## config.mk

```make
export PLATFORM = sky130hd
export DESIGN_NAME = exponent_scaling_and_nco_tuner
export DESIGN_NICKNAME = d
export VERILOG_FILES = /design/src/tuner_pkg.sv /design/src/dither_lfsr.sv /design/src/sine_rom.sv /design/src/exponent_scaling_and_nco_tuner.sv
export SDC_FILE = /design/constraint.sdc
export NUM_CORES = 2
export LEC_CHECK = 0
export ABC_AREA = 1
export BUFFER_PORTS_ARGS = -buffer_cell sky130_fd_sc_hd__buf_2
export CAP_MARGIN = 10
export CORE_AREA = 8 8 337 339
export CTS_BUF_LIST = sky130_fd_sc_hd__clkbuf_8
export CTS_CLUSTER_SIZE = 16
export DETAILED_ROUTE_END_ITERATION = 12
export DIE_AREA = 0 0 345 347
export SYNTH_ARGS = -nofsm -noshare
export SYNTH_HDL_FRONTEND = slang
export SYNTH_SLANG_ARGS = --single-unit
export TNS_END_PERCENT = 10
```

## constraint.sdc

```tcl
create_clock -name ref_clk -period 14.04 [get_ports ref_clk]
set_clock_uncertainty 0.1 [all_clocks]
set_input_delay 4.212 -clock ref_clk [delete_from_list [all_inputs] [get_ports ref_clk]]
set_output_delay 4.212 -clock ref_clk [all_outputs]
set_load 0.01 [all_outputs]
```

## src/tuner_pkg.sv

```systemverilog
// constants shared by the receive tuner: register map, field layout,
// reset values and the enumerations of modes and transfer states.
// assumes an 8-bit register address and 16-bit register data.
package tuner_pkg;

  // ************************************************************
  // register map
  // ************************************************************
  localparam logic [7:0] holdoff_addr      = 8'h84;
  localparam logic [7:0] tuning_low_addr   = 8'h85;
  localparam logic [7:0] tuning_high_addr  = 8'h86;
  localparam logic [7:0] phase_offset_addr = 8'h87;
  localparam logic [7:0] osc_control_addr  = 8'h88;
  localparam logic [7:0] input_config_addr = 8'h90;
  localparam logic [7:0] status_addr       = 8'h91;
  localparam logic [7:0] gain_scale_addr   = 8'h92;

  // ************************************************************
  // field positions
  // ************************************************************
  localparam int bypass_bit       = 0;
  localparam int phase_dither_bit = 1;
  localparam int amp_dither_bit   = 2;
  localparam int clear_on_hop_bit = 3;
  localparam int loud_lsb         = 0;
  localparam int quiet_lsb        = 5;
  localparam int cfg_invert_bit   = 0;
  localparam int cfg_offset_lsb   = 1;
  localparam int cfg_mode_lsb     = 6;
  localparam int cfg_immediate_bit = 8;
  localparam int rom_addr_lsb     = 9;

  // ************************************************************
  // values after reset and arithmetic constants
  // ************************************************************
  localparam logic [15:0] word_reset    = 16'h0000;
  localparam logic [31:0] freq_reset    = 32'h0000_0000;
  localparam logic [3:0]  control_reset = 4'h0;
  localparam logic [9:0]  gain_reset    = 10'h000;
  localparam logic [15:0] lfsr_seed     = 16'hACE1;
  localparam logic [15:0] lfsr_taps     = 16'hB400;
  localparam logic [4:0]  invert_base   = 5'h07;

  // ************************************************************
  // enumerations
  // ************************************************************
  typedef enum logic [1:0] {
    ien_blank_low  = 2'b00,
    ien_clock_high = 2'b01,
    ien_rise       = 2'b10,
    ien_fall       = 2'b11
  } ien_mode_type;

  typedef enum logic [1:0] {
    xfer_idle  = 2'b01,
    xfer_count = 2'b10
  } xfer_state_type;

endpackage : tuner_pkg

```

## src/dither_lfsr.sv

```systemverilog
// pseudo-random source for phase and amplitude dither.
// assumes one clock and a synchronous active-high reset.
module dither_lfsr (
  input  wire logic        ref_clk,
  input  wire logic        rst,
  output logic [15:0]      rand_out
);

  logic [15:0] lfsr_reg;
  logic [15:0] lfsr_next;

  // ************************************************************
  // galois shift register, never allowed to lock at zero
  // ************************************************************
  always_comb begin
    lfsr_next = {1'b0, lfsr_reg[15:1]};
    if (lfsr_reg[0]) begin
      lfsr_next = lfsr_next ^ tuner_pkg::lfsr_taps;
    end
  end

  // seed is fixed so runs repeat exactly
  always_ff @(posedge ref_clk) begin
    if (rst) begin
      lfsr_reg <= tuner_pkg::lfsr_seed;
    end else begin
      lfsr_reg <= lfsr_next;
    end
  end

  assign rand_out = lfsr_reg;

endmodule : dither_lfsr

```

## src/sine_rom.sv

```systemverilog
// quarter-wave sine table giving registered cosine and sine words.
// assumes a 7-bit phase (128 steps a turn) and synchronous reset.
module sine_rom (
  input  wire logic        ref_clk,
  input  wire logic        rst,
  input  wire logic [6:0]  phase_addr,
  output logic [15:0]      cos_out,
  output logic [15:0]      sin_out
);

  // 32 samples of the first quadrant, taken at half-step centres
  localparam logic [32*15-1:0] quarter_table = {
    15'h7FF5, 15'h7FA6, 15'h7F09, 15'h7E1D, 15'h7CE3, 15'h7B5C, 15'h7989, 15'h776B,
    15'h7504, 15'h7255, 15'h6F5F, 15'h6C23, 15'h68A6, 15'h64E8, 15'h60EB, 15'h5CB3,
    15'h5842, 15'h539B, 15'h4EBF, 15'h49B4, 15'h447A, 15'h3F17, 15'h398C, 15'h33DF,
    15'h2E11, 15'h2826, 15'h2223, 15'h1C0B, 15'h15E2, 15'h0FAB, 15'h096A, 15'h0324};

  logic [15:0] cos_reg;
  logic [15:0] sin_reg;

  // ************************************************************
  // fold the full turn onto the quadrant table
  // ************************************************************
  function automatic logic [15:0] sine_of(input logic [6:0] ph);
    logic [4:0]  idx;
    logic [15:0] mag;
    idx = ph[5] ? ~ph[4:0] : ph[4:0];
    mag = {1'b0, quarter_table[idx*15 +: 15]};
    sine_of = ph[6] ? 16'(-mag) : mag;
  endfunction : sine_of

  // read data come out of registers, one cycle after the address
  always_ff @(posedge ref_clk) begin
    if (rst) begin
      cos_reg <= tuner_pkg::word_reset;
      sin_reg <= tuner_pkg::word_reset;
    end else begin
      cos_reg <= sine_of(7'(phase_addr + 7'h20));
      sin_reg <= sine_of(phase_addr);
    end
  end

  assign cos_out = cos_reg;
  assign sin_out = sin_reg;

endmodule : sine_rom

```

## src/exponent_scaling_and_nco_tuner.sv

```systemverilog
// receive front end of one channel: exponent scaling of the mantissa
// and complex down-conversion by a 32-bit oscillator.
// assumes converter inputs, input enable, level indicator, sleep exit
// and hop pulses are all synchronous to ref_clk.

module exponent_scaling_and_nco_tuner (
  input  wire logic        ref_clk,
  input  wire logic        rst,
  input  wire logic [7:0]  reg_addr,
  input  wire logic [15:0] reg_wdata,
  input  wire logic        reg_wr,
  input  wire logic        reg_rd,
  output logic [15:0]      reg_rdata,
  input  wire logic [13:0] sample_a,
  input  wire logic [2:0]  exponent_a,
  input  wire logic [13:0] sample_b,
  input  wire logic [2:0]  exponent_b,
  input  wire logic        input_enable,
  input  wire logic        level_indicator_output,
  input  wire logic        sleep_exit,
  input  wire logic        sync_hop,
  output logic [15:0]      i_out,
  output logic [15:0]      q_out,
  output logic             sample_valid
);

  // ************************************************************
  // state of the block
  // ************************************************************
  typedef struct packed {
    logic [15:0]               holdoff;
    logic [31:0]               shadow_freq;
    logic [31:0]               active_freq;
    logic [15:0]               phase_offset;
    logic [3:0]                control;
    logic [9:0]                gain_scale;
    logic                      exponent_invert;
    logic [4:0]                exp_offset;
    tuner_pkg::ien_mode_type   ien_mode;
    logic                      immediate_sync;
    tuner_pkg::xfer_state_type xfer;
    logic [15:0]               count;
    logic [31:0]               acc;
    logic                      ien_prev;
    logic [15:0]               scaled_a;
    logic [15:0]               scaled_b;
    logic                      taken;
    logic [15:0]               rdata;
    logic [15:0]               i_word;
    logic [15:0]               q_word;
    logic                      valid;
  } tuner_state_type;

  tuner_state_type state_reg;
  tuner_state_type state_next;

  logic [15:0] rand_word;
  logic [15:0] cos_word;
  logic [15:0] sin_word;
  logic [15:0] phase_sum;
  logic [15:0] phase_dith;
  logic [6:0]  rom_addr;
  logic [15:0] cos_d;
  logic [15:0] sin_d;
  logic [31:0] prod_i;
  logic [31:0] prod_q;
  logic [4:0]  gain_sel;
  logic        take;
  logic        advance;
  logic        transfer_event;
  logic        do_xfer;

  // ************************************************************
  // exponent scaling
  // ************************************************************
  // the 5-bit sum wraps by itself, which gives the modulo 32
  function automatic logic [15:0] scale_sample(
    input logic [13:0] mant,
    input logic [2:0]  expo,
    input logic        inv,
    input logic [4:0]  offs,
    input logic [4:0]  gain
  );
    logic [4:0] base;
    logic [4:0] shift;
    if (inv) begin
      base = 5'(tuner_pkg::invert_base - {2'b00, expo});
    end else begin
      base = {2'b00, expo};
    end
    shift = 5'(base + offs + gain);
    scale_sample = 16'($signed({mant, 2'b00}) >>> shift);
  endfunction : scale_sample

  // ************************************************************
  // oscillator phase and dither
  // ************************************************************
  dither_lfsr dither_src (
    .ref_clk  (ref_clk),
    .rst      (rst),
    .rand_out (rand_word)
  );

  // offset is added after the accumulator so clearing keeps it
  assign phase_sum = 16'(state_reg.acc[31:16] + state_reg.phase_offset);

  // dither lands only in the bits below the table address
  assign phase_dith = state_reg.control[tuner_pkg::phase_dither_bit]
                    ? 16'(phase_sum + {7'h00, rand_word[8:0]})
                    : phase_sum;

  assign rom_addr = phase_dith[15:tuner_pkg::rom_addr_lsb];

  sine_rom wave_table (
    .ref_clk    (ref_clk),
    .rst        (rst),
    .phase_addr (rom_addr),
    .cos_out    (cos_word),
    .sin_out    (sin_word)
  );

  // one random lsb on each output of the table
  always_comb begin
    cos_d = cos_word;
    sin_d = sin_word;
    if (state_reg.control[tuner_pkg::amp_dither_bit]) begin
      cos_d = 16'(cos_word + {15'h0000, rand_word[15]});
      sin_d = 16'(sin_word + {15'h0000, rand_word[14]});
    end
  end

  // ************************************************************
  // the two mixers
  // ************************************************************
  // the table holds 15-bit magnitudes, so bit 30 down is the product
  always_comb begin
    prod_i = 32'($signed(state_reg.scaled_a) * $signed(cos_d));
    prod_q = 32'(-($signed(state_reg.scaled_a) * $signed(sin_d)));
  end

  // ************************************************************
  // input enable handling
  // ************************************************************
  always_comb begin
    take    = 1'b0;
    advance = 1'b0;
    case (state_reg.ien_mode)
      tuner_pkg::ien_blank_low: begin
        take    = 1'b1;
        advance = 1'b1;
      end
      tuner_pkg::ien_clock_high: begin
        take    = input_enable;
        advance = input_enable;
      end
      tuner_pkg::ien_rise: begin
        take    = input_enable & ~state_reg.ien_prev;
        advance = take;
      end
      tuner_pkg::ien_fall: begin
        take    = ~input_enable & state_reg.ien_prev;
        advance = take;
      end
      default: begin
        take    = 1'b0;
        advance = 1'b0;
      end
    endcase
  end

  assign gain_sel = level_indicator_output
                  ? state_reg.gain_scale[tuner_pkg::loud_lsb +: 5]
                  : state_reg.gain_scale[tuner_pkg::quiet_lsb +: 5];

  // ************************************************************
  // shadow to active transfer
  // ************************************************************
  assign transfer_event = sleep_exit | sync_hop;

  // a new event during a count restarts it, so the set wins
  always_comb begin
    do_xfer = 1'b0;
    case (state_reg.xfer)
      tuner_pkg::xfer_idle: begin
        if (transfer_event && state_reg.immediate_sync) begin
          do_xfer = 1'b1;
        end
      end
      tuner_pkg::xfer_count: begin
        if (transfer_event && state_reg.immediate_sync) begin
          do_xfer = 1'b1;
        end else if (!transfer_event && state_reg.count == 16'h0000) begin
          do_xfer = 1'b1;
        end
      end
      default: begin
        do_xfer = 1'b0;
      end
    endcase
  end

  // ************************************************************
  // next state
  // ************************************************************
  always_comb begin
    state_next       = state_reg;
    state_next.rdata = tuner_pkg::word_reset;

    // register writes
    if (reg_wr) begin
      if (reg_addr == tuner_pkg::holdoff_addr) begin
        state_next.holdoff = reg_wdata;
      end else if (reg_addr == tuner_pkg::tuning_low_addr) begin
        state_next.shadow_freq[15:0] = reg_wdata;
      end else if (reg_addr == tuner_pkg::tuning_high_addr) begin
        state_next.shadow_freq[31:16] = reg_wdata;
      end else if (reg_addr == tuner_pkg::phase_offset_addr) begin
        state_next.phase_offset = reg_wdata;
      end else if (reg_addr == tuner_pkg::osc_control_addr) begin
        state_next.control = reg_wdata[3:0];
      end else if (reg_addr == tuner_pkg::input_config_addr) begin
        state_next.exponent_invert = reg_wdata[tuner_pkg::cfg_invert_bit];
        state_next.exp_offset      = reg_wdata[tuner_pkg::cfg_offset_lsb +: 5];
        state_next.ien_mode        =
          tuner_pkg::ien_mode_type'(reg_wdata[tuner_pkg::cfg_mode_lsb +: 2]);
        state_next.immediate_sync  = reg_wdata[tuner_pkg::cfg_immediate_bit];
      end else if (reg_addr == tuner_pkg::gain_scale_addr) begin
        state_next.gain_scale = reg_wdata[9:0];
      end
    end

    // register reads, answered in the following cycle only
    if (reg_rd) begin
      if (reg_addr == tuner_pkg::holdoff_addr) begin
        state_next.rdata = state_reg.holdoff;
      end else if (reg_addr == tuner_pkg::tuning_low_addr) begin
        state_next.rdata = state_reg.shadow_freq[15:0];
      end else if (reg_addr == tuner_pkg::tuning_high_addr) begin
        state_next.rdata = state_reg.shadow_freq[31:16];
      end else if (reg_addr == tuner_pkg::phase_offset_addr) begin
        state_next.rdata = state_reg.phase_offset;
      end else if (reg_addr == tuner_pkg::osc_control_addr) begin
        state_next.rdata = {12'h000, state_reg.control};
      end else if (reg_addr == tuner_pkg::input_config_addr) begin
        state_next.rdata = {7'h00, state_reg.immediate_sync, state_reg.ien_mode,
                            state_reg.exp_offset, state_reg.exponent_invert};
      end else if (reg_addr == tuner_pkg::status_addr) begin
        state_next.rdata = {15'h0000, state_reg.xfer == tuner_pkg::xfer_count};
      end else if (reg_addr == tuner_pkg::gain_scale_addr) begin
        state_next.rdata = {6'h00, state_reg.gain_scale};
      end
    end

    // hold-off sequencing
    case (state_reg.xfer)
      tuner_pkg::xfer_idle: begin
        if (transfer_event && !state_reg.immediate_sync) begin
          state_next.count = state_reg.holdoff;
          state_next.xfer  = tuner_pkg::xfer_count;
        end
      end
      tuner_pkg::xfer_count: begin
        if (transfer_event && !state_reg.immediate_sync) begin
          state_next.count = state_reg.holdoff;
        end else if (do_xfer) begin
          state_next.xfer = tuner_pkg::xfer_idle;
        end else begin
          state_next.count = 16'(state_reg.count - 16'h0001);
        end
      end
      default: begin
        state_next.xfer = tuner_pkg::xfer_idle;
      end
    endcase

    // the copy uses the shadow as it stands, so the last write wins
    if (do_xfer) begin
      state_next.active_freq = state_reg.shadow_freq;
    end

    // phase accumulator, clearing at a transfer when asked
    if (do_xfer && state_reg.control[tuner_pkg::clear_on_hop_bit]) begin
      state_next.acc = tuner_pkg::freq_reset;
    end else if (advance) begin
      state_next.acc = 32'(state_reg.acc + state_reg.active_freq);
    end

    // input sampling and scaling
    state_next.ien_prev = input_enable;
    state_next.taken    = take;
    if (take) begin
      if (state_reg.ien_mode == tuner_pkg::ien_blank_low && !input_enable) begin
        state_next.scaled_a = tuner_pkg::word_reset;
        state_next.scaled_b = tuner_pkg::word_reset;
      end else begin
        state_next.scaled_a = scale_sample(sample_a, exponent_a,
          state_reg.exponent_invert, state_reg.exp_offset, gain_sel);
        state_next.scaled_b = scale_sample(sample_b, exponent_b,
          state_reg.exponent_invert, state_reg.exp_offset, gain_sel);
      end
    end

    // mixer outputs, one cycle behind the scaled sample
    state_next.valid = state_reg.taken;
    if (state_reg.control[tuner_pkg::bypass_bit]) begin
      state_next.i_word = state_reg.scaled_a;
      state_next.q_word = state_reg.scaled_b;
    end else begin
      state_next.i_word = prod_i[30:15];
      state_next.q_word = prod_q[30:15];
    end
  end

  // ************************************************************
  // state register
  // ************************************************************
  always_ff @(posedge ref_clk) begin
    if (rst) begin
      state_reg                 <= '0;
      state_reg.holdoff         <= tuner_pkg::word_reset;
      state_reg.shadow_freq     <= tuner_pkg::freq_reset;
      state_reg.active_freq     <= tuner_pkg::freq_reset;
      state_reg.phase_offset    <= tuner_pkg::word_reset;
      state_reg.control         <= tuner_pkg::control_reset;
      state_reg.gain_scale      <= tuner_pkg::gain_reset;
      state_reg.ien_mode        <= tuner_pkg::ien_blank_low;
      state_reg.xfer            <= tuner_pkg::xfer_idle;
    end else begin
      state_reg <= state_next;
    end
  end

  // every output comes straight from the state register
  assign reg_rdata    = state_reg.rdata;
  assign i_out        = state_reg.i_word;
  assign q_out        = state_reg.q_word;
  assign sample_valid = state_reg.valid;

endmodule : exponent_scaling_and_nco_tuner

```

==> results.yml <==
grt:
  grt_pass1_wl_um: 175800
  antenna_found_initial: 2
  grtUsageTotal: 0.1810
  grt_overflow_total: 0
  grt_pass1_vias: 32557
  grt_max_degree: 75
layout:
  nets: 5833
  largest_reg_flops: 202
  seq_area_sq_um: 6006
  multi_input_area_sq_um: 26600
  syn_to_final_growth_pct: 7.202
  drive_gt1_frac: 0.06402
  fin_util: 0.3713
  antenna_cells: 0
  fillers: 11464
  final_cell_count_no_fill: 6444
synthesis:
  synth_top_area_frac: 0.2759
  synth_area_leaders: "fa_1 28%, dfxtp_1 16%, inv_1 9.7%, nand2_1 9.3%, ha_1 8.8%"
  synth-main-ff-cell: "dfxtp_1"
  synth.yosys.warnings: 0
  async_flop_share: 0
  ys_seq_area_frac: 0.1604
  synth_fp_nets: 5854
  synth_commonest_cells: "967 x inv_1, 925 x nand2_1, 516 x fa_1"
  yosys_register_bits: 300
  syn-cell-area_sq_um: 37440
  netlist_instances: 5008
  synth-edff-count: 0
  synth.largest_area_cell: "fa_1"
  yosysMostFrequentCell: "inv_1"
  avgSynthCellArea_sq_um: 7.476
  synth_cell_types: 60
critical_path:
  cp_max_fo: 10
  path_depth: 26
  worstReg2RegStart: "wave_table.sin_out[0]"
  crit_path_max_incr_delay_ps: 960
  arrival_ps: 8290
  cp.required_ps: 14520
  worstReg2RegEnd: "q_out[15]"
  rr_worst_depth: 26
  critPathSlowestCell: "xor2_1"
  worstSetupPathType: "register to register"
  critPathLaunchType: "register"
  r2r_setup_slack_ps: 6220
  crit_path_end_kind: "register"
  cp_num_buf_inv: 6
  critPathTopFamily: "adder cells"
clock_network:
  cts_max_level: 2
  insertion_delay_ps: 710
  cts_buffer_depth: 3
  ctsHoldBuffers: 0
  cts-resized-gates: 0
  root_buffer: "clkbuf_8"
  clkSinkCount: 300
  clk_pin_slew_ps: 60
  cts_tree: "yes"
  post-cts-setup-buffers: 0
  numCtsBuffers: 57
worst_hold_path:
  min_to: "sample_valid"
  min_from: "state_next[0]"
  hold_depth: 2
  hold_path.class: "register to register"
floorplan:
  start_util: 0.3463
  core_area_sq_um: 108100
  ios: 115
  dieArea_sq_um: 119700
  die_x_um: 345
  die_h_um: 347
  row_count: 121
place:
  io_buffer_count: 114
  gp_congestion: 0.9118
  preCtsSetupSlack_ps: 5995
  place_inst: 6342
  dp_hpwl_um: 87030
outcome:
  status: "complete, no violations"
timing:
  setup_violations: 0
  fin_ws_ps: 6223
  max_slew_margin: 0.1750
  finalHoldViolCount: 0
  finalCritPeriodShare: 0.5568
  fmax_mhz: 127.9
  rsz0062_at_grt: "false"
  tightest_slew_ps: 1233
  fin_crit_ps: 7817
  finalMaxSlewViolations: 0
  fin_hold_ws_ps: 306.0
  finalSetupTns_ps: 0
detailed_routing:
  wl_um: 109600
  vias: 31964
  dr.pass1.iters: 6
  wl_per_cell_um: 17.02
  drc: 0
  drt_iter0_markers: 2387
  vias_per_cell: 4.960
  final_antenna_net_count: 0
job:
  cap_violations: 0
pwr:
  p_leak_nw: 19.12
  ir_worst_vdd_uv: 311.7
  p_per_area_nw_per_um2: 219.3
## worst max path at each step
| stage | endpoint | slack [ps] | from |
|---|---|---|---|
| floorplan | state_reg[52] | 6900 | level_indicator_output |
| global placement | state_reg[52] | 6060 | level_indicator_output |
| detailed placement | state_reg[52] | 6000 | level_indicator_output |
| CTS | q_out[15] | 6220 | dither_src.rand_out[14] |
| global route | i_out[12] | 5610 | state_reg[154] |
| finish | q_out[15] | 6220 | wave_table.sin_out[0] |
## cell type report
cell class / instances / area share
inverters: 991 / 0.09275
clock inverters: 32 / 0.005144
clock buffers: 70 / 0.02400
flip-flops and latches: 300 / 0.1496
repair buffers: 153 / 0.02157
multi-input cells: 3484 / 0.6628
well taps: 1414 / 0.04408
## logic make-up (layout without fill, tap and decap cells)
family	after synthesis	count (layout)	synth area share
compound gates	864	864	0.1256
simple gates	1713	1713	0.1896
buf+inv	1224	1246	0.1294
mux	12	12	0.003242
fa+ha+maj	780	780	0.3641
xor+xnor	115	115	0.02761
flops	300	300	0.1604
## worst min-delay path: cells and delay by family, from the launching register on
kind	cells	cell delay (ps)
flops	1	300
simple gates	1	30
buf+inv	1	40
## metal layers
layer	GRT usage	wire, um
met1	0.2299	46190
met2	0.3092	52130
met3	0.02902	6936
met4	0.06717	4390
met5	0	0
## cells in the final DEF (no fill, tap or decap), types with 10 or more instances in the layout
| cell | netlist | final |
|---|---|---|
| or2_2 | 18 | 18 |
| a221oi_1 | 12 | 12 |
| nand2_2 | 24 | 24 |
| inv_1 | 967 | 985 |
| nand3_2 | 9 | 10 |
| o22ai_1 | 10 | 10 |
| xor2_1 | 49 | 49 |
| a21oi_1 | 366 | 366 |
| buf_4 | 51 | 40 |
| a21o_1 | 10 | 10 |
| nor3_1 | 40 | 39 |
| o211ai_1 | 20 | 20 |
| nand4_1 | 24 | 24 |
| nand2_1 | 925 | 925 |
| o21ai_1 | 13 | 12 |
| mux2i_1 | 11 | 11 |
| xnor2_1 | 64 | 64 |
| a211oi_1 | 18 | 18 |
| fa_1 | 516 | 516 |
| buf_2 | 10 | 113 |
| dfxtp_1 | 300 | 300 |
| ha_1 | 264 | 264 |
| nor2_1 | 481 | 481 |
| a31oi_1 | 14 | 14 |
| nand3_1 | 155 | 154 |
| clkinv_1 | 21 | 21 |
| clkbuf_8 | 0 | 70 |
| o21ai_0 | 344 | 344 |
| o221ai_1 | 14 | 14 |
## per-stage QoR
| step | instance area [sq um] | total power (W) |
|---|---|---|
| 4_1_cts | 40130 | 0.008875 |
| 3_3_place_gp | 38960 | 0.007941 |
| 6_report | 40130 | 0.008800 |
| 5_1_grt | 40130 | 0.009842 |
| 3_5_place_dp | 38960 | 0.007924 |
| 2_1_floorplan | 37440 | 0.006149 |
## where the power goes
part           internal [W]  total (W)  leakage [nW]  switching (W)
Clock              0.000473   0.000893         0.667       0.000420
Sequential          0.00102    0.00111          2.45      0.0000914
Combinational       0.00241    0.00680          16.0        0.00439
No activity file was read; power rests on OpenSTA's default activity.
